`src/common/i2c_port_defines.vh`:
```
// constants for the two-wire bus port block
`ifndef I2C_PORT_DEFINES_VH
`define I2C_PORT_DEFINES_VH
// register word index, byte address = 2 * index
`define A_CON  3'h0
`define A_STAT 3'h1
`define A_RCV  3'h2
`define A_TRN  3'h3
`define A_ADD  3'h4
`define A_BRG  3'h5
// control register fields
`define C_EN   15
`define C_SIDL 13
`define C_REL  12
`define C_ALL  11
`define C_TEN  10
`define C_SLW  9
`define C_SMB  8
`define C_GC   7
`define C_STR  6
`define C_AKV  5
`define C_AKE  4
`define C_RCE  3
`define C_STP  2
`define C_RST  1
`define C_STA  0
`define CON_RST 16'h1000
// status register fields
`define S_AKS 15
`define S_TRS 14
`define S_BCL 10
`define S_GCS 9
`define S_A10 8
`define S_WCO 7
`define S_OV  6
`define S_DA  5
`define S_P   4
`define S_S   3
`define S_RW  2
`define S_RBF 1
`define S_TBF 0
// ten-bit header pattern and general call address
`define TEN_HDR 5'h1e
`define GC_ADDR 8'h00
`endif

```
`src/hdl/i2c_master_slave_port.v`:
```
// two-wire bus master and slave port with avalon register slave
//Function
//[RL1] enable bit hands both pins to the block, clear returns them to port
//[RL2] stop-in-idle freezes the block while the device idles
//[RL3] slave clock release one lets clock go, zero holds it low
//[RL4] with stretch on, release is read/write, cleared at tx start and rx end
//[RL5] with stretch off, software can only set release; cleared at tx start
//[RL6] accept-all mode acknowledges every address
//[RL7] own address is ten-bit when ten-bit select is one, else seven-bit
//[RL8] slew disable bit drives pad slew control output
//[RL9] smbus level bit drives pad threshold select output
//[RL10] general call enable acks general call and pulses interrupt; with accept-all also set, the code acks it with no pulse and no status flag
//[RL11] stretch enable gates software and receive clock stretching
//[RL12] received byte moves shift register to buffer with a pulse
//[RL13] master and slave handle seven and ten bit addressing
//[RL14] master detects collisions and drops the bus on lost arbitration
//[RL15] baud counter reloads from baud reload value to time master clock
//[RL16] standard and fast mode master and slave functions
//[RL17] status low six bits read-only, control fully read/write; code reads control bit 14 back as zero
//[RL18] sixteen-bit register interface
//[RL19] writing transmit register shifts the byte onto the data line
//[RL20] start, restart, stop requests run and self-clear
//[RL21] ack request drives ack value as master receiver, self-clears
//[RL22] rx full sets on load, clears on read; tx full sets on write
//[RL23] open-drain lines, sampled for arbitration and clock sync
//[RL24] byte into full buffer is dropped and sets overflow flag
//
// Decided for this implementation: the register offsets and the Avalon-MM interface to the registers.
`timescale 1ns/1ps
`include "i2c_port_defines.vh"
module i2c_master_slave_port #(
  parameter BRG_W = 9
) (
  input  wire        sys_clk_in,
  input  wire        reset_n_in,
  input  wire [2:0]  address_in,
  input  wire        read_in,
  input  wire        write_in,
  input  wire [15:0] writedata_in,
  output reg  [15:0] readdata_out,
  output reg         waitrequest_out,
  input  wire        idle_mode_in,
  input  wire        scl_in,
  output reg         scl_out,
  output reg         scl_oe_out,
  input  wire        sda_in,
  output reg         sda_out,
  output reg         sda_oe_out,
  output reg         pins_owned_out,
  output reg         slew_disable_out,
  output reg         smbus_level_out,
  output reg         rx_pulse_out,
  output reg         gc_pulse_out
);
  localparam M_IDLE = 3'h0;
  localparam M_STA  = 3'h1;
  localparam M_RST  = 3'h2;
  localparam M_STP  = 3'h3;
  localparam M_TX   = 3'h4;
  localparam M_RX   = 3'h5;
  localparam M_ACK  = 3'h6;
  localparam S_IDLE = 2'h0;
  localparam S_ADR  = 2'h1;
  localparam S_RX   = 2'h2;
  localparam S_TX   = 2'h3;
  reg [15:0]      con_r;
  reg [15:0]      stat_r;
  reg [7:0]       rcv_r;
  reg [7:0]       trn_r;
  reg [7:0]       rsr_r;
  reg [9:0]       add_r;
  reg [BRG_W-1:0] brg_r;
  reg [BRG_W-1:0] cnt_r;
  reg             scl_q_r;
  reg             sda_q_r;
  reg [2:0]       m_st_r;
  reg [1:0]       mph_r;
  reg [3:0]       mbit_r;
  reg             m_own_r;
  reg             m_scl_r;
  reg             m_sda_r;
  reg [1:0]       s_st_r;
  reg             s_ph2_r;
  reg [3:0]       sbit_r;
  reg             s_ack_r;
  reg [15:0]      rd_nxt;
  reg             sda_nxt;
  reg             m_bit;
  wire en      = con_r[`C_EN];
  wire run     = en & ~(con_r[`C_SIDL] & idle_mode_in);
  wire acc_ok  = ~waitrequest_out;
  wire wr_do   = write_in & acc_ok;
  wire rd_do   = read_in & acc_ok;
  wire rise    = scl_in & ~scl_q_r;
  wire fall    = ~scl_in & scl_q_r;
  wire sta_det = scl_in & scl_q_r & sda_q_r & ~sda_in;
  wire stp_det = scl_in & scl_q_r & ~sda_q_r & sda_in;
  wire [2:0] mix = 3'h7 - mbit_r[2:0];
  wire [2:0] six = 3'h7 - sbit_r[2:0];
  wire tick    = (cnt_r == {BRG_W{1'b0}});
  wire m_hold  = (mph_r == 2'h2) & ~scl_in;
  wire m_busy  = (m_st_r != M_IDLE);
  wire s_on    = en & ~m_own_r;
  wire [7:0] b = rsr_r;
  wire gc_hit  = con_r[`C_GC] & (b == `GC_ADDR);
  wire hdr_hit = (b[7:3] == `TEN_HDR) & (b[2:1] == add_r[9:8]);
  ////////////////////////////////////////////////////////////////
  // register read mux and master bit value
  always @* begin
    rd_nxt = 16'h0000;
    case (address_in)
      `A_CON:  rd_nxt = con_r & 16'hbfff;
      `A_STAT: rd_nxt = stat_r & 16'hc7ff;
      `A_RCV:  rd_nxt = {8'h00, rcv_r};
      `A_TRN:  rd_nxt = {8'h00, trn_r};
      `A_ADD:  rd_nxt = {6'h00, add_r};
      `A_BRG:  rd_nxt = {{(16-BRG_W){1'b0}}, brg_r};
      default: rd_nxt = 16'h0000;
    endcase
    case (m_st_r)
      M_TX:    m_bit = mbit_r[3] ? 1'b1 : trn_r[mix];
      M_ACK:   m_bit = con_r[`C_AKV]; // RL21
      default: m_bit = 1'b1;
    endcase
    sda_nxt = m_sda_r | s_ack_r |
              ((s_st_r == S_TX) & ~sbit_r[3] & ~trn_r[six]);
  end
  ////////////////////////////////////////////////////////////////
  // bus slave, pins and pad controls
  always @(posedge sys_clk_in or negedge reset_n_in) begin
    if (!reset_n_in) begin
      waitrequest_out  <= 1'b1;
      readdata_out     <= 16'h0000;
      scl_out          <= 1'b0;
      sda_out          <= 1'b0;
      scl_oe_out       <= 1'b0;
      sda_oe_out       <= 1'b0;
      pins_owned_out   <= 1'b0;
      slew_disable_out <= 1'b0;
      smbus_level_out  <= 1'b0;
      scl_q_r          <= 1'b1;
      sda_q_r          <= 1'b1;
    end else begin
      waitrequest_out  <= ~((read_in | write_in) & waitrequest_out); // RL18
      if (read_in & waitrequest_out) begin
        readdata_out <= rd_nxt; // RL17
      end
      scl_out          <= 1'b0; // RL23
      sda_out          <= 1'b0;
      pins_owned_out   <= en; // RL1
      scl_oe_out       <= en & (m_scl_r |
                          (s_st_r != S_IDLE & ~con_r[`C_REL] & ~scl_in)); // RL3
      sda_oe_out       <= en & sda_nxt; // RL1
      slew_disable_out <= con_r[`C_SLW]; // RL8
      smbus_level_out  <= con_r[`C_SMB]; // RL9
      scl_q_r          <= scl_in; // RL23
      sda_q_r          <= sda_in;
    end
  end
  ////////////////////////////////////////////////////////////////
  // registers, master and slave engines
  always @(posedge sys_clk_in or negedge reset_n_in) begin
    if (!reset_n_in) begin
      con_r        <= `CON_RST;
      stat_r       <= 16'h0000;
      rcv_r        <= 8'h00;
      trn_r        <= 8'h00;
      rsr_r        <= 8'h00;
      add_r        <= 10'h000;
      brg_r        <= {BRG_W{1'b0}};
      cnt_r        <= {BRG_W{1'b0}};
      m_st_r       <= M_IDLE;
      mph_r        <= 2'h0;
      mbit_r       <= 4'h0;
      m_own_r      <= 1'b0;
      m_scl_r      <= 1'b0;
      m_sda_r      <= 1'b0;
      s_st_r       <= S_IDLE;
      s_ph2_r      <= 1'b0;
      sbit_r       <= 4'h0;
      s_ack_r      <= 1'b0;
      rx_pulse_out <= 1'b0;
      gc_pulse_out <= 1'b0;
    end else begin
      rx_pulse_out <= 1'b0;
      gc_pulse_out <= 1'b0;
      // software side
      if (rd_do & (address_in == `A_RCV)) begin
        stat_r[`S_RBF] <= 1'b0; // RL22
      end
      if (wr_do) begin
        case (address_in)
          `A_CON: begin
            con_r <= writedata_in; // RL17
            if (!con_r[`C_STR]) begin
              con_r[`C_REL] <= con_r[`C_REL] | writedata_in[`C_REL]; // RL5
            end
          end
          `A_STAT: begin
            stat_r[`S_BCL] <= writedata_in[`S_BCL]; // RL17
            stat_r[`S_WCO] <= writedata_in[`S_WCO];
            stat_r[`S_OV]  <= writedata_in[`S_OV]; // RL24
          end
          `A_TRN: begin
            if (stat_r[`S_TBF] | m_busy) begin
              stat_r[`S_WCO] <= 1'b1;
            end else begin
              trn_r          <= writedata_in[7:0]; // RL19
              stat_r[`S_TBF] <= 1'b1; // RL22
              if (m_own_r & run) begin
                m_st_r         <= M_TX;
                mph_r          <= 2'h0;
                mbit_r         <= 4'h0;
                stat_r[`S_TRS] <= 1'b1;
              end
            end
          end
          `A_ADD:  add_r <= writedata_in[9:0];
          `A_BRG:  brg_r <= writedata_in[BRG_W-1:0];
          default: ;
        endcase
      end
      if (!en) begin
        m_st_r  <= M_IDLE; // RL1
        m_own_r <= 1'b0;
        m_scl_r <= 1'b0;
        m_sda_r <= 1'b0;
        s_st_r  <= S_IDLE;
        s_ack_r <= 1'b0;
      end else if (run) begin // RL2
        // bus condition monitor
        if (sta_det) begin
          stat_r[`S_S] <= 1'b1;
          stat_r[`S_P] <= 1'b0;
        end
        if (stp_det) begin
          stat_r[`S_P]   <= 1'b1;
          stat_r[`S_S]   <= 1'b0;
          stat_r[`S_GCS] <= 1'b0;
          stat_r[`S_A10] <= 1'b0;
        end
        // master request launch, start first
        if (m_st_r == M_IDLE) begin
          mph_r  <= 2'h0;
          mbit_r <= 4'h0;
          cnt_r  <= brg_r;
          if (con_r[`C_STA]) begin
            m_st_r <= M_STA; // RL20
          end else if (con_r[`C_RST]) begin
            m_st_r <= M_RST;
          end else if (con_r[`C_STP]) begin
            m_st_r <= M_STP;
          end else if (con_r[`C_RCE]) begin
            m_st_r <= M_RX;
          end else if (con_r[`C_AKE]) begin
            m_st_r <= M_ACK; // RL21
          end
        end else if (!tick | m_hold) begin
          cnt_r <= m_hold ? brg_r : cnt_r - 1'b1; // RL15
        end else begin
          cnt_r <= brg_r; // RL15
          case (m_st_r)
            M_STA: begin
              if (mph_r == 2'h0) begin
                if (~sda_in | ~scl_in) begin
                  stat_r[`S_BCL] <= 1'b1; // RL14
                  con_r[`C_STA]  <= 1'b0;
                  m_st_r         <= M_IDLE;
                end else begin
                  m_sda_r <= 1'b1;
                  mph_r   <= 2'h1;
                end
              end else begin
                m_scl_r       <= 1'b1;
                m_own_r       <= 1'b1;
                con_r[`C_STA] <= 1'b0; // RL20
                m_st_r        <= M_IDLE;
              end
            end
            M_RST, M_STP: begin
              mph_r <= mph_r + 2'h1;
              case (mph_r)
                2'h0: m_sda_r <= (m_st_r == M_STP);
                2'h1: m_scl_r <= 1'b0;
                2'h2: m_sda_r <= (m_st_r == M_RST);
                default: begin
                  m_st_r <= M_IDLE;
                  if (m_st_r == M_RST) begin
                    m_scl_r       <= 1'b1;
                    con_r[`C_RST] <= 1'b0; // RL20
                  end else begin
                    con_r[`C_STP] <= 1'b0; // RL20
                    m_own_r       <= 1'b0;
                    if (!sda_in) begin
                      stat_r[`S_BCL] <= 1'b1; // RL14
                    end
                  end
                end
              endcase
            end
            default: begin
              // one data bit: low+set, release, high+sample
              case (mph_r)
                2'h0: begin
                  m_sda_r <= ~m_bit; // RL23
                  mph_r   <= 2'h1;
                end
                2'h1: begin
                  m_scl_r <= 1'b0;
                  mph_r   <= 2'h2;
                end
                default: begin
                  m_scl_r <= 1'b1;
                  mph_r   <= 2'h0;
                  mbit_r  <= mbit_r + 4'h1; // RL16
                  if (m_st_r == M_TX & ~mbit_r[3] & m_bit & ~sda_in) begin
                    stat_r[`S_BCL] <= 1'b1; // RL14
                    stat_r[`S_TBF] <= 1'b0;
                    stat_r[`S_TRS] <= 1'b0;
                    m_st_r         <= M_IDLE;
                    m_own_r        <= 1'b0;
                    m_scl_r        <= 1'b0;
                    m_sda_r        <= 1'b0;
                  end else if (m_st_r == M_TX) begin
                    if (mbit_r[3]) begin
                      stat_r[`S_AKS] <= sda_in;
                      stat_r[`S_TBF] <= 1'b0; // RL22
                      stat_r[`S_TRS] <= 1'b0;
                      m_st_r         <= M_IDLE;
                    end
                  end else if (m_st_r == M_RX) begin
                    rsr_r <= {rsr_r[6:0], sda_in};
                    if (mbit_r == 4'h7) begin
                      con_r[`C_RCE] <= 1'b0;
                      m_st_r        <= M_IDLE;
                      rx_pulse_out  <= 1'b1; // RL12
                      if (stat_r[`S_RBF]) begin
                        stat_r[`S_OV] <= 1'b1; // RL24
                      end else begin
                        rcv_r          <= {rsr_r[6:0], sda_in}; // RL12
                        stat_r[`S_RBF] <= 1'b1; // RL22
                      end
                    end
                  end else begin
                    con_r[`C_AKE] <= 1'b0; // RL21
                    m_st_r        <= M_IDLE;
                  end
                end
              endcase
            end
          endcase
        end
        // slave engine
        if (!s_on | stp_det) begin
          s_st_r  <= S_IDLE;
          s_ack_r <= 1'b0;
        end else if (sta_det) begin
          s_st_r  <= S_ADR;
          s_ph2_r <= 1'b0;
          sbit_r  <= 4'h0;
          s_ack_r <= 1'b0;
        end else if (s_st_r != S_IDLE & rise) begin
          if (~sbit_r[3]) begin
            sbit_r <= sbit_r + 4'h1;
            if (s_st_r != S_TX) begin
              rsr_r <= {rsr_r[6:0], sda_in};
            end
          end else if (s_st_r == S_TX & sda_in) begin
            s_st_r <= S_IDLE; // nack ends slave tx
          end
        end else if (s_st_r != S_IDLE & fall) begin
          if (sbit_r == 4'h8) begin
            sbit_r <= 4'h9;
            case (s_st_r)
              S_ADR: begin
                stat_r[`S_DA] <= 1'b0;
                if (s_ph2_r) begin
                  s_ack_r <= (b == add_r[7:0]); // RL13
                  s_st_r  <= (b == add_r[7:0]) ? S_RX : S_IDLE;
                  stat_r[`S_A10] <= (b == add_r[7:0]);
                end else if (con_r[`C_ALL]) begin
                  s_ack_r        <= 1'b1; // RL6
                  s_st_r         <= b[0] ? S_TX : S_RX;
                  stat_r[`S_RW]  <= b[0];
                end else if (gc_hit) begin
                  s_ack_r        <= 1'b1; // RL10
                  s_st_r         <= S_RX;
                  stat_r[`S_GCS] <= 1'b1;
                  gc_pulse_out   <= 1'b1; // RL10
                end else if (con_r[`C_TEN]) begin
                  s_ack_r <= hdr_hit & (~b[0] | stat_r[`S_A10]); // RL7
                  s_ph2_r <= ~b[0];
                  s_st_r  <= ~(hdr_hit & (~b[0] | stat_r[`S_A10])) ? S_IDLE :
                             (b[0] ? S_TX : S_ADR);
                  stat_r[`S_RW] <= b[0];
                end else begin
                  s_ack_r <= (b[7:1] == add_r[6:0]); // RL7
                  s_st_r  <= (b[7:1] != add_r[6:0]) ? S_IDLE :
                             (b[0] ? S_TX : S_RX);
                  stat_r[`S_RW] <= b[0];
                end
              end
              S_RX: begin
                stat_r[`S_DA] <= 1'b1;
                rx_pulse_out  <= 1'b1; // RL12
                s_ack_r       <= ~stat_r[`S_RBF];
                if (stat_r[`S_RBF]) begin
                  stat_r[`S_OV] <= 1'b1; // RL24
                end else begin
                  rcv_r          <= b; // RL12
                  stat_r[`S_RBF] <= 1'b1; // RL22
                end
                if (con_r[`C_STR]) begin
                  con_r[`C_REL] <= 1'b0; // RL4 RL11
                end
              end
              default: stat_r[`S_TBF] <= 1'b0; // RL22
            endcase
          end else if (sbit_r == 4'h9) begin
            sbit_r  <= 4'h0;
            s_ack_r <= 1'b0;
            if (s_st_r == S_TX) begin
              con_r[`C_REL] <= 1'b0; // RL4 RL5
            end
          end
        end
      end
    end
  end
endmodule

```
`config.mk`:
```
export PLATFORM = sky130hd
export DESIGN_NAME = i2c_master_slave_port
export DESIGN_NICKNAME = d
export VERILOG_FILES = /design/src/hdl/i2c_master_slave_port.v
export VERILOG_INCLUDE_DIRS = /design/src /design/src/common
export SDC_FILE = /design/constraint.sdc
export NUM_CORES = 1
export LEC_CHECK = 0
export ABC_CLOCK_PERIOD_IN_PS = 2700
export BUFFER_PORTS_ARGS = -buffer_cell sky130_fd_sc_hd__clkbuf_2
export CORE_UTILIZATION = 55
export CTS_CLUSTER_SIZE = 24
export DETAILED_ROUTE_END_ITERATION = 10
export HOLD_SLACK_MARGIN = 0.08
export PLACE_DENSITY = 0.77
export RECOVER_POWER = 25
export SETUP_SLACK_MARGIN = 0.2
export SLEW_MARGIN = 10
export SYNTH_ARGS = -nofsm -noshare
export SYNTH_HDL_FRONTEND = slang
export SYNTH_SLANG_ARGS = --single-unit
```
`constraint.sdc`:
```
create_clock -name sys_clk_in -period 2.7 [get_ports sys_clk_in]
set_clock_uncertainty 0.15 [all_clocks]
set_input_delay 0.135 -clock sys_clk_in [delete_from_list [all_inputs] [get_ports sys_clk_in]]
set_output_delay 0.135 -clock sys_clk_in [all_outputs]
set_load 0.005 [all_outputs]
```
### Word level (Yosys, flattened, before mapping)

Cells that the tools add are included.

* input port bits: 26
* flip-flop bits (word level): 127
* output and inout bits: 26
* logic and storage cells: 516

* order comparisons: 2
* add/subtract/negate cells: 6
* bitwise operators: 67
* reductions and logical operators: 41
* eq/ne operators: 54
* muxes and demuxes: 308

Operator list (count)
* 8-bit 2-to-1 mux: 28
* 1-bit 2-to-1 mux: 154
* 2-bit 2-to-1 mux: 52
* 16-bit case mux with 6 select lines: 1
* 3-bit 2-to-1 mux: 29
* 4-bit 2-to-1 mux: 16
* 1-bit bitwise AND: 32
* 9-bit 2-to-1 mux: 3
* 13-bit 2-to-1 mux: 2
* 5-bit by 1-bit inequality test with 1-bit output, second input constant: 5
* 1-bit inverter: 25
* 1-bit case mux with 2 select lines: 12
* 8-bit AND reduction: 3
* 3-bit inequality test, second input constant: 7
* 5-bit 2-to-1 mux: 4
* 3-bit == test, second input constant: 5
* 7-bit 2-to-1 mux: 2
* 7-bit AND reduction: 2
* 2-bit nonzero test: 7
* 3-bit by 2-bit == test with 1-bit output, second input constant: 4
* 2-bit inequality test, second input constant: 6
* 4-bit inequality test, second input constant: 3
* 6-bit AND reduction: 2
* 1-bit OR: 10
* 39 further kinds: 64

### Depth between registers and ports, before layout

Gate-level depths: netlist (run 1).

* word-level depth: 22
* mapped depth: 9
* depth with buffers taken out: 7

### Worst setup path after synthesis (run 1)

OpenSTA, ideal clock, no wires.

* path kind: register to register
* start point: register cnt_r[0]
* end point: register mbit_r[3]
* required time: 2.467 ns
* period minus slack after synthesis: 2.914 ns
* slack: -0.214 ns
* setup time: 0.083 ns
* buffers on the path: 2
* data arrival time: 2.682 ns
* cell stages (with the launch flop): 10
* cell sequence: dfrtp_1 inv_1 ha_1 or4b_1 buf_2 or4_4 buf_6 or4_4 or3_1 o21ai_0

* cells in the longest elaborated chain, start to end: 7

Ends and longest elaborated chain
* from (decl): RTL line i2c_master_slave_port.v:73 `reg [BRG_W-1:0] cnt_r;`
* from (signal assigned): RTL line i2c_master_slave_port.v:171 `cnt_r <= {BRG_W{1'b0}};`
* from (signal assigned): RTL line i2c_master_slave_port.v:246 `cnt_r <= brg_r;`
* from (signal assigned): RTL line i2c_master_slave_port.v:259 `cnt_r <= m_hold ? brg_r : cnt_r - 1'b1;`
* 9-bit zero test: RTL line i2c_master_slave_port.v:100 `wire tick = (cnt_r == {BRG_W{1'b0}});`
* 1-bit zero test: RTL line i2c_master_slave_port.v:258 `end else if (!tick | m_hold) begin`
* 1-bit OR: RTL line i2c_master_slave_port.v:258
* 4-bit 2-to-1 mux: RTL line i2c_master_slave_port.v:258
* 4-bit 2-to-1 mux: RTL line i2c_master_slave_port.v:243 `if (m_st_r == M_IDLE) begin`
* 4-bit 2-to-1 mux: RTL line i2c_master_slave_port.v:230 `end else if (run) begin`
* 4-bit 2-to-1 mux: RTL line i2c_master_slave_port.v:223 `if (!en) begin`
* to (signal assigned): RTL line i2c_master_slave_port.v:315 `mbit_r <= mbit_r + 4'h1;`
* to (decl): RTL line i2c_master_slave_port.v:78 `reg [3:0] mbit_r;`

No other way between the ends.
A chain may end at the register's enable or synchronous reset.

### Final worst setup path (run 1)

* start point: register cnt_r[0]
* end point: register rsr_r[6] (netlist: b[6])

* cells in the longest elaborated chain, start to end: 10

Ends and longest elaborated chain
* 9-bit zero test (*): RTL line i2c_master_slave_port.v:100
* 1-bit zero test (*): RTL line i2c_master_slave_port.v:258
* 1-bit OR (*): RTL line i2c_master_slave_port.v:258
* 8-bit 2-to-1 mux (*): RTL line i2c_master_slave_port.v:258
* 8-bit 2-to-1 mux (*): RTL line i2c_master_slave_port.v:243
* 8-bit 2-to-1 mux: RTL line i2c_master_slave_port.v:365 `if (s_st_r != S_TX) begin`
* 8-bit 2-to-1 mux: RTL line i2c_master_slave_port.v:363 `if (~sbit_r[3]) begin`
* 8-bit 2-to-1 mux: RTL line i2c_master_slave_port.v:362 `end else if (s_st_r != S_IDLE & rise) begin`
* 8-bit 2-to-1 mux: RTL line i2c_master_slave_port.v:357 `end else if (sta_det) begin`
* 8-bit 2-to-1 mux (*): RTL line i2c_master_slave_port.v:354 `if (!s_on | stp_det) begin`
* to (signal assigned): RTL line i2c_master_slave_port.v:332 `rsr_r <= {rsr_r[6:0], sda_in};`
* to (signal assigned): RTL line i2c_master_slave_port.v:366 `rsr_r <= {rsr_r[6:0], sda_in};`
* to (decl): RTL line i2c_master_slave_port.v:70 `reg [7:0] rsr_r;`

Mark *: on every way between the ends. The rest lies on a longest branch, timed or not.

==> impl_metrics.py, run 1 <==
metrics = {
    "worst_setup_path": {
        "cp.required_ns": 2.86,
        "r2r_start": "cnt_r[0]$_DFFE_PN0P_",
        "endpoint_kind": "register",
        "r2r.worst_path.cells": 10,
        "regToRegEndpoint": "b[6]$_DFFE_PN0P_",
        "path_max_fanout": 8,
        "critPathKind": "register to register",
        "startpoint_type": "register",
        "rrSetupSlack_ns": -0.02,
        "crit_arrival_ns": 2.87,
    },
    "global_route": {
        "overflow": 0,
        "grt_max_degree": 47,
        "antenna_found_initial": 0,
        "grt_usage": 0.3484,
        "first_global_vias": 6658,
        "grt_first_pass_wirelength_um": 36510,
    },
    "detailed_routing": {
        "dr_total_vias": 6888,
        "wl_um": 23750,
        "first_pass_iters": 6,
        "dr.first_iter.drc_count": 777,
        "vias_per_cell": 6.573,
        "route.detailed.drc": 0,
        "wl_per_cell_um": 22.66,
        "antenna_left": 0,
    },
    "logic_synthesis": {
        "synth_most_common_cell": "dfrtp_1",
        "synth_top_area_frac": 0.4165,
        "synth_commonest_cells": "dfrtp_1, nand2_1, o21ai_0",
        "ys_top_cells_by_area": "dfrtp_1, mux2_2, nand2_1, mux2i_1, o21ai_0",
        "synth-edff-count": 0,
        "ys.flop_type": "dfrtp_1",
        "yosys_warnings": 0,
        "avgSynthCellArea_um2": 9.507,
        "synthDistinctLibCells": 74,
        "yosys.area.top_type": "dfrtp_1",
        "async_reset_ff_frac": 1.000,
        "syn_area_mm2": 0.007330,
        "ys_ff_latch": 126,
        "seq_area_frac_synth": 0.4309,
        "synth_cells": 771,
    },
    "pwr": {
        "powerDensity_mw_per_mm2": 955.6,
        "intPower_mw": 5.471,
        "p_leak_nw": 3.993,
        "swShare": 0.3785,
        "power_frac_seq": 0.334,
        "p_sw_mw": 3.332,
        "pwr-share-comb": 0.380,
        "irDropWorstVdd_uv": 635.5,
        "pwr-share-clk": 0.286,
    },
    "final_layout": {
        "layout-drive-gt1-share": 0.2580,
        "layout.nets": 906,
        "diodes": 0,
        "fin_util": 0.7182,
        "area_delta_synth_final_pct": 25.67,
        "instances_no_fill": 1048,
    },
    "sta": {
        "whs_ns": 0.09005,
        "setup_viol": 9,
        "setup_slack_ns": -0.01516,
        "post-route-period-util": 1.006,
        "setup_tns_ns": -0.08486,
        "rsz0062_at_grt": "yes",
        "relSlewSlack": 0.1940,
        "worst_pin_slew_ns": 1.209,
        "max_freq_mhz": 368.3,
        "finalHoldViolCount": 0,
        "min_period_ns": 2.715,
        "finalMaxSlewViolations": 0,
    },
    "floorplanning": {
        "core_mm2": 0.01282,
        "floorplan.rows": 41,
        "start_util": 0.5715,
        "die_h_um": 117.4,
        "num_io_pins": 52,
        "die_w_um": 117.4,
        "fp.dieArea_mm2": 0.01379,
    },
    "hold_path": {
        "hold_path_depth": 4,
        "worstHoldStart": "idle_mode_in",
        "holdCritPathClass": "input pin to register",
        "hold_end": "stat_r[14]$_DFF_PN0_",
    },
    "clocking": {
        "path_clk_slew_ns": 0.06,
        "cts_tree": "built",
        "cts-htree-levels": 4,
        "cts_made_buffers": 17,
        "cts_root_buf": "clkbuf_16",
        "clkSinkCount": 126,
        "clockBufferDepth": 2,
        "worstSkewPairLatency_ns": 0.43,
    },
    "run_status": {
        "outcome": "finished with violations",
        "violations": "setup timing",
    },
    "place": {
        "io_buffers": 48,
        "place_congestion": 0.9479,
        "hpwlAfterDp_um": 16310,
        "place_inst": 985,
    },
    "flow_run": {
        "maxCapViolations": 0,
    },
}
-- cell families after synthesis --
family / Yosys count / synth area share
AO/OA/AOI/OAI: 198 / 0.1833
XOR/XNOR: 18 / 0.02151
adder cells (fa/ha/maj): 15 / 0.02561
buffers and inverters: 82 / 0.04421
flip-flops: 126 / 0.4309
multiplexers: 76 / 0.1159
other: 1 / 0.0005116
AND/OR/NAND/NOR: 255 / 0.1780
-- cells in the final DEF, fill, tap and decap left out, types with 5 or more instances in the layout --
cell type	count
or3_1	7
clkbuf_1	6
clkbuf_8	7
mux2_4	9
xnor2_1	12
mux2_2	32
a22oi_1	6
dfrtp_1	122
nor3_1	18
nand3_1	11
a32o_1	6
a22o_1	6
nand2b_1	12
inv_1	25
ha_1	13
a211oi_1	7
a2bb2oi_1	6
buf_4	47
o21ai_0	50
nor2b_1	8
nor2_1	39
clkbuf_2	44
o211ai_1	12
xor2_1	6
a21oi_1	33
mux2i_1	32
nand4_1	11
dlygate4sd3_1	23
nand3b_1	6
o31ai_1	5
clkbuf_16	17
nor4_1	11
nand4b_1	7
a31oi_1	9
nand2_1	88
-- flip-flops by register name, indices dropped and copies added, names as in the netlist, 3 cells and up --
signal        count
rcv_r             8
readdata_out     16
trn_r             8
b                 8
stat_r           13
m_st_r            3
add_r            10
sbit_r            4
brg_r             9
cnt_r             9
con_r            15
mbit_r            4
-- timing repair --
item,in CTS,in global routing
pin swaps,2,10
endpoints found under the setup margin,40,49
hold buffers,23,0
hold endpoints to repair,144,0
buffers inserted,6,3
gates resized for setup,34,36
gates cloned,1,0
-- per-layer routing --
metal | global-route usage | vias to the layer above | wire (um)
met5 | 0 | - | 0
met4 | 0.1502 | 0 | 892
met3 | 0.09776 | 77 | 2216
met2 | 0.5255 | 366 | 10890
met1 | 0.4682 | 3421 | 9751
li1 | - | 3024 | -
-- power by group through the flow --
stage / combinational (mW) / clock, mW / sequential (mW)
CTS: 3.08 / 2.51 / 2.89
global placement: 2.76 / 0 / 2.89
finish: 3.35 / 2.52 / 2.94
global route: 3.61 / 2.62 / 2.97
floorplan: 1.97 / 0 / 2.69
detailed placement: 2.86 / 0 / 2.91
-- worst max path at each step --
stage,startpoint,to,slack [ns]
2_1_floorplan,cnt_r[0]$_DFFE_PN0P_,mbit_r[3]$_DFF_PN0_,-0.14
3_3_place_gp,cnt_r[1]$_DFFE_PN0P_,b[3]$_DFFE_PN0P_,0.04
3_5_place_dp,cnt_r[0]$_DFFE_PN0P_,mbit_r[3]$_DFF_PN0_,-0.03
4_1_cts,cnt_r[0]$_DFFE_PN0P_,mbit_r[3]$_DFF_PN0_,0.009
5_1_grt,cnt_r[1]$_DFFE_PN0P_,rcv_r[4]$_DFFE_PN0P_,-0.08
6_report,cnt_r[0]$_DFFE_PN0P_,b[6]$_DFFE_PN0P_,-0.02
-- cell type report --
cell class | count | area [um^2]
fillers | 929 | 3613
inverters | 29 | 108.9
flip-flops and latches | 126 | 3158
repair buffers | 127 | 925.9
multi-input cells | 564 | 4153
clock buffers | 25 | 525.5
clock inverters | 5 | 125.1
well taps | 172 | 215.2
-- critical path, stage by stage (launching register included) --
cell and delay (ns):
dfrtp_1 0.40, inv_2 0.09, ha_4 0.13, or4b_4 0.49, buf_6 0.15, nor4_4 0.12
buf_4 0.16, nand4_1 0.20, a21oi_2 0.21, buf_6 0.18, mux2_4 0.31
-- stage by stage --
stage	total power [mW]	setup slack, ns	cell area (um^2)
final	8.802	-0.01516	9211
after CTS	8.489	0.008999	9027
after global placement	5.649	0.04467	7960
after global routing	9.189	-0.08473	9211
after floorplan	4.656	-0.1408	7355
after detailed placement	5.777	-0.02659	7960
Note: power is estimated with default switching activity, not from simulation.
==> inputs of run 2 (changes only) <==
==> constraint.sdc (replaced) <==
create_clock -name sys_clk_in -period 2.7 [get_ports sys_clk_in]
set_clock_uncertainty 0.15 [all_clocks]
set_input_delay 0.54 -clock sys_clk_in [delete_from_list [all_inputs] [get_ports sys_clk_in]]
set_output_delay 0.54 -clock sys_clk_in [all_outputs]
set_load 0.005 [all_outputs]
==> impl_metrics.py, run 2 (synthesis gave the netlist of run 1 again) <==
metrics = {
    "global_route": {
        "antenna_found_initial": 0,
        "overflow": 0,
        "grt_max_degree": 127,
        "first_global_vias": 6529,
        "grt_first_pass_wirelength_um": 35580,
        "grt_usage": 0.3373,
    },
    "sta": {
        "whs_ns": 0.1718,
        "max_freq_mhz": 375.5,
        "min_period_ns": 2.663,
        "relSlewSlack": -0.1461,
        "finalMaxSlewViolations": 127,
        "setup_viol": 0,
        "worst_pin_slew_ns": 1.719,
        "setup_tns_ns": 0,
        "post-route-period-util": 0.9864,
        "rsz0062_at_grt": "yes",
        "finalHoldViolCount": 0,
    },
    "final_layout": {
        "fin_util": 0.7100,
        "top_regs": "readdata_out (16), con_r (15), stat_r (13)",
        "area_delta_synth_final_pct": 24.24,
        "largest_register_ffs": 16,
        "seq_area_mm2": 0.003158,
        "mostFrequentLayoutCells": "dfrtp_1, nand2_1, buf_4",
        "fillers": 941,
        "layout.nets": 900,
        "final_common_cell": "dfrtp_1",
        "multi_input_area_mm2": 0.004139,
        "layout-drive-gt1-share": 0.2798,
        "diodes": 0,
        "regMostFlops": "readdata_out",
    },
    "floorplanning": {
        "num_io_pins": 52,
        "die_h_um": 117.4,
        "core_mm2": 0.01282,
        "die_w_um": 117.4,
        "floorplan.rows": 41,
        "fp.dieArea_mm2": 0.01379,
        "start_util": 0.5715,
    },
    "pwr": {
        "irDropWorstVdd_uv": 793.5,
        "powerDensity_mw_per_mm2": 971.8,
        "p_leak_nw": 3.970,
    },
    "detailed_routing": {
        "dr_total_vias": 6821,
        "route.detailed.drc": 0,
        "wl_per_cell_um": 21.96,
        "first_pass_iters": 5,
        "wl_um": 22930,
        "dr.first_iter.drc_count": 882,
        "antenna_left": 0,
        "vias_per_cell": 6.534,
    },
    "worst_setup_path": {
        "r2r.worst_path.cells": 5,
        "timing.critical_path.buf_inv": 0,
        "critPathKind": "register to register",
        "regToRegEndpoint": "mbit_r[3]$_DFF_PN0_",
        "rrSetupSlack_ns": 0.04,
        "path_max_fanout": 7,
        "crit_arrival_ns": 2.88,
        "slowest_stage": "or4_4",
        "cp.required_ns": 2.91,
        "r2r_start": "cnt_r[5]$_DFFE_PN0P_",
        "cpPeakStageDelay_ns": 0.60,
        "endpoint_kind": "register",
        "crit_family": "simple AND/OR/NAND/NOR gates",
        "startpoint_type": "register",
        "path_cells": "or3_1 -> or4_4 -> or4_4 -> or3_1 -> o21ai_1",
    },
    "place": {
        "place_congestion": 0.9578,
        "io_buffers": 48,
        "hpwlAfterDp_um": 16040,
    },
    "clocking": {
        "cts_made_buffers": 17,
        "clockBufferDepth": 2,
        "postCtsHoldBufs": 0,
        "clkSinkCount": 126,
        "worstSkewPairLatency_ns": 0.43,
        "cts-htree-levels": 4,
        "cts_root_buf": "clkbuf_16",
        "path_clk_slew_ns": 0.06,
        "cts_tree": "built",
    },
    "hold_path": {
        "worstHoldStart": "writedata_in[13]",
        "hold_end": "con_r[13]$_DFFE_PN0P_",
        "holdCritPathClass": "input pin to register",
        "hold_path_depth": 3,
    },
    "run_status": {
        "outcome": "finished with violations",
        "violations": "capacitance limit, slew limit",
    },
    "flow_run": {
        "maxCapViolations": 1,
    },
}
## run 2: power by group
part | leakage (nW) | total, mW | internal [mW] | switching, mW
sequential | 1.63 | 2.92 | 2.34 | 0.578
combinational | 2.05 | 3.57 | 1.59 | 1.98
clock | 0.292 | 2.36 | 1.52 | 0.838
total | 3.97 | 8.85 | 5.45 | 3.40
## run 2: final cells by class
| class | instances | area share |
|---|---|---|
| Clock buffer | 22 | 0.05207 |
| Sequential cell | 126 | 0.3468 |
| Timing Repair Buffer | 121 | 0.09604 |
| Inverter | 29 | 0.01195 |
| Tap cell | 172 | 0.02363 |
| Multi-Input combinational cell | 564 | 0.4545 |
| Clock inverter | 10 | 0.01498 |
## run 2: repair_timing
item                                    in CTS  in global routing
buffers inserted                             9                  6
cloned                                       1                  3
gates resized for setup                     20                 62
endpoints found under the setup margin      39                 50
pin swaps                                    7                 15
## run 2: routing by layer
layer  global-route usage  share of wire  up-vias
met4               0.1510          0.036        0
met1               0.4587           0.41     3385
met3              0.08804          0.092       67
met5                    0              0        -
li1                     -              -     3010
met2               0.5055           0.46      359
## run 2: through the flow
step,total power [mW],cell area (um^2),setup WS [ns],std cells
6_report,8.849,9106,0.03675,1044
5_1_grt,9.249,9106,-0.07354,1044
4_1_cts,8.308,8778,0.04447,1035
3_5_place_dp,5.794,8020,-0.02658,993
3_3_place_gp,5.676,8020,0.01632,993
2_1_floorplan,4.656,7355,-0.1408,772
## run 2: worst max-delay path by stage
stage,slack (ns),depth (start not counted),from,end
final,0.04,5,cnt_r[5]$_DFFE_PN0P_,mbit_r[3]$_DFF_PN0_
after global routing,-0.07,11,cnt_r[0]$_DFFE_PN0P_,cnt_r[4]$_DFFE_PN0P_
after CTS,0.04,7,cnt_r[0]$_DFFE_PN0P_,mbit_r[3]$_DFF_PN0_
after detailed placement,-0.03,7,cnt_r[1]$_DFFE_PN0P_,mbit_r[3]$_DFF_PN0_
after global placement,0.02,7,cnt_r[1]$_DFFE_PN0P_,mbit_r[3]$_DFF_PN0_
after floorplan,-0.14,9,cnt_r[0]$_DFFE_PN0P_,mbit_r[3]$_DFF_PN0_
## run 2: worst reg2reg max path: cells and delay by family, from the launching register on
| kind | cells | cell delay [ns] |
|---|---|---|
| AND/OR/NAND/NOR | 4 | 1.91 |
| flip-flops | 1 | 0.47 |
| AO/OA/AOI/OAI | 1 | 0.08 |
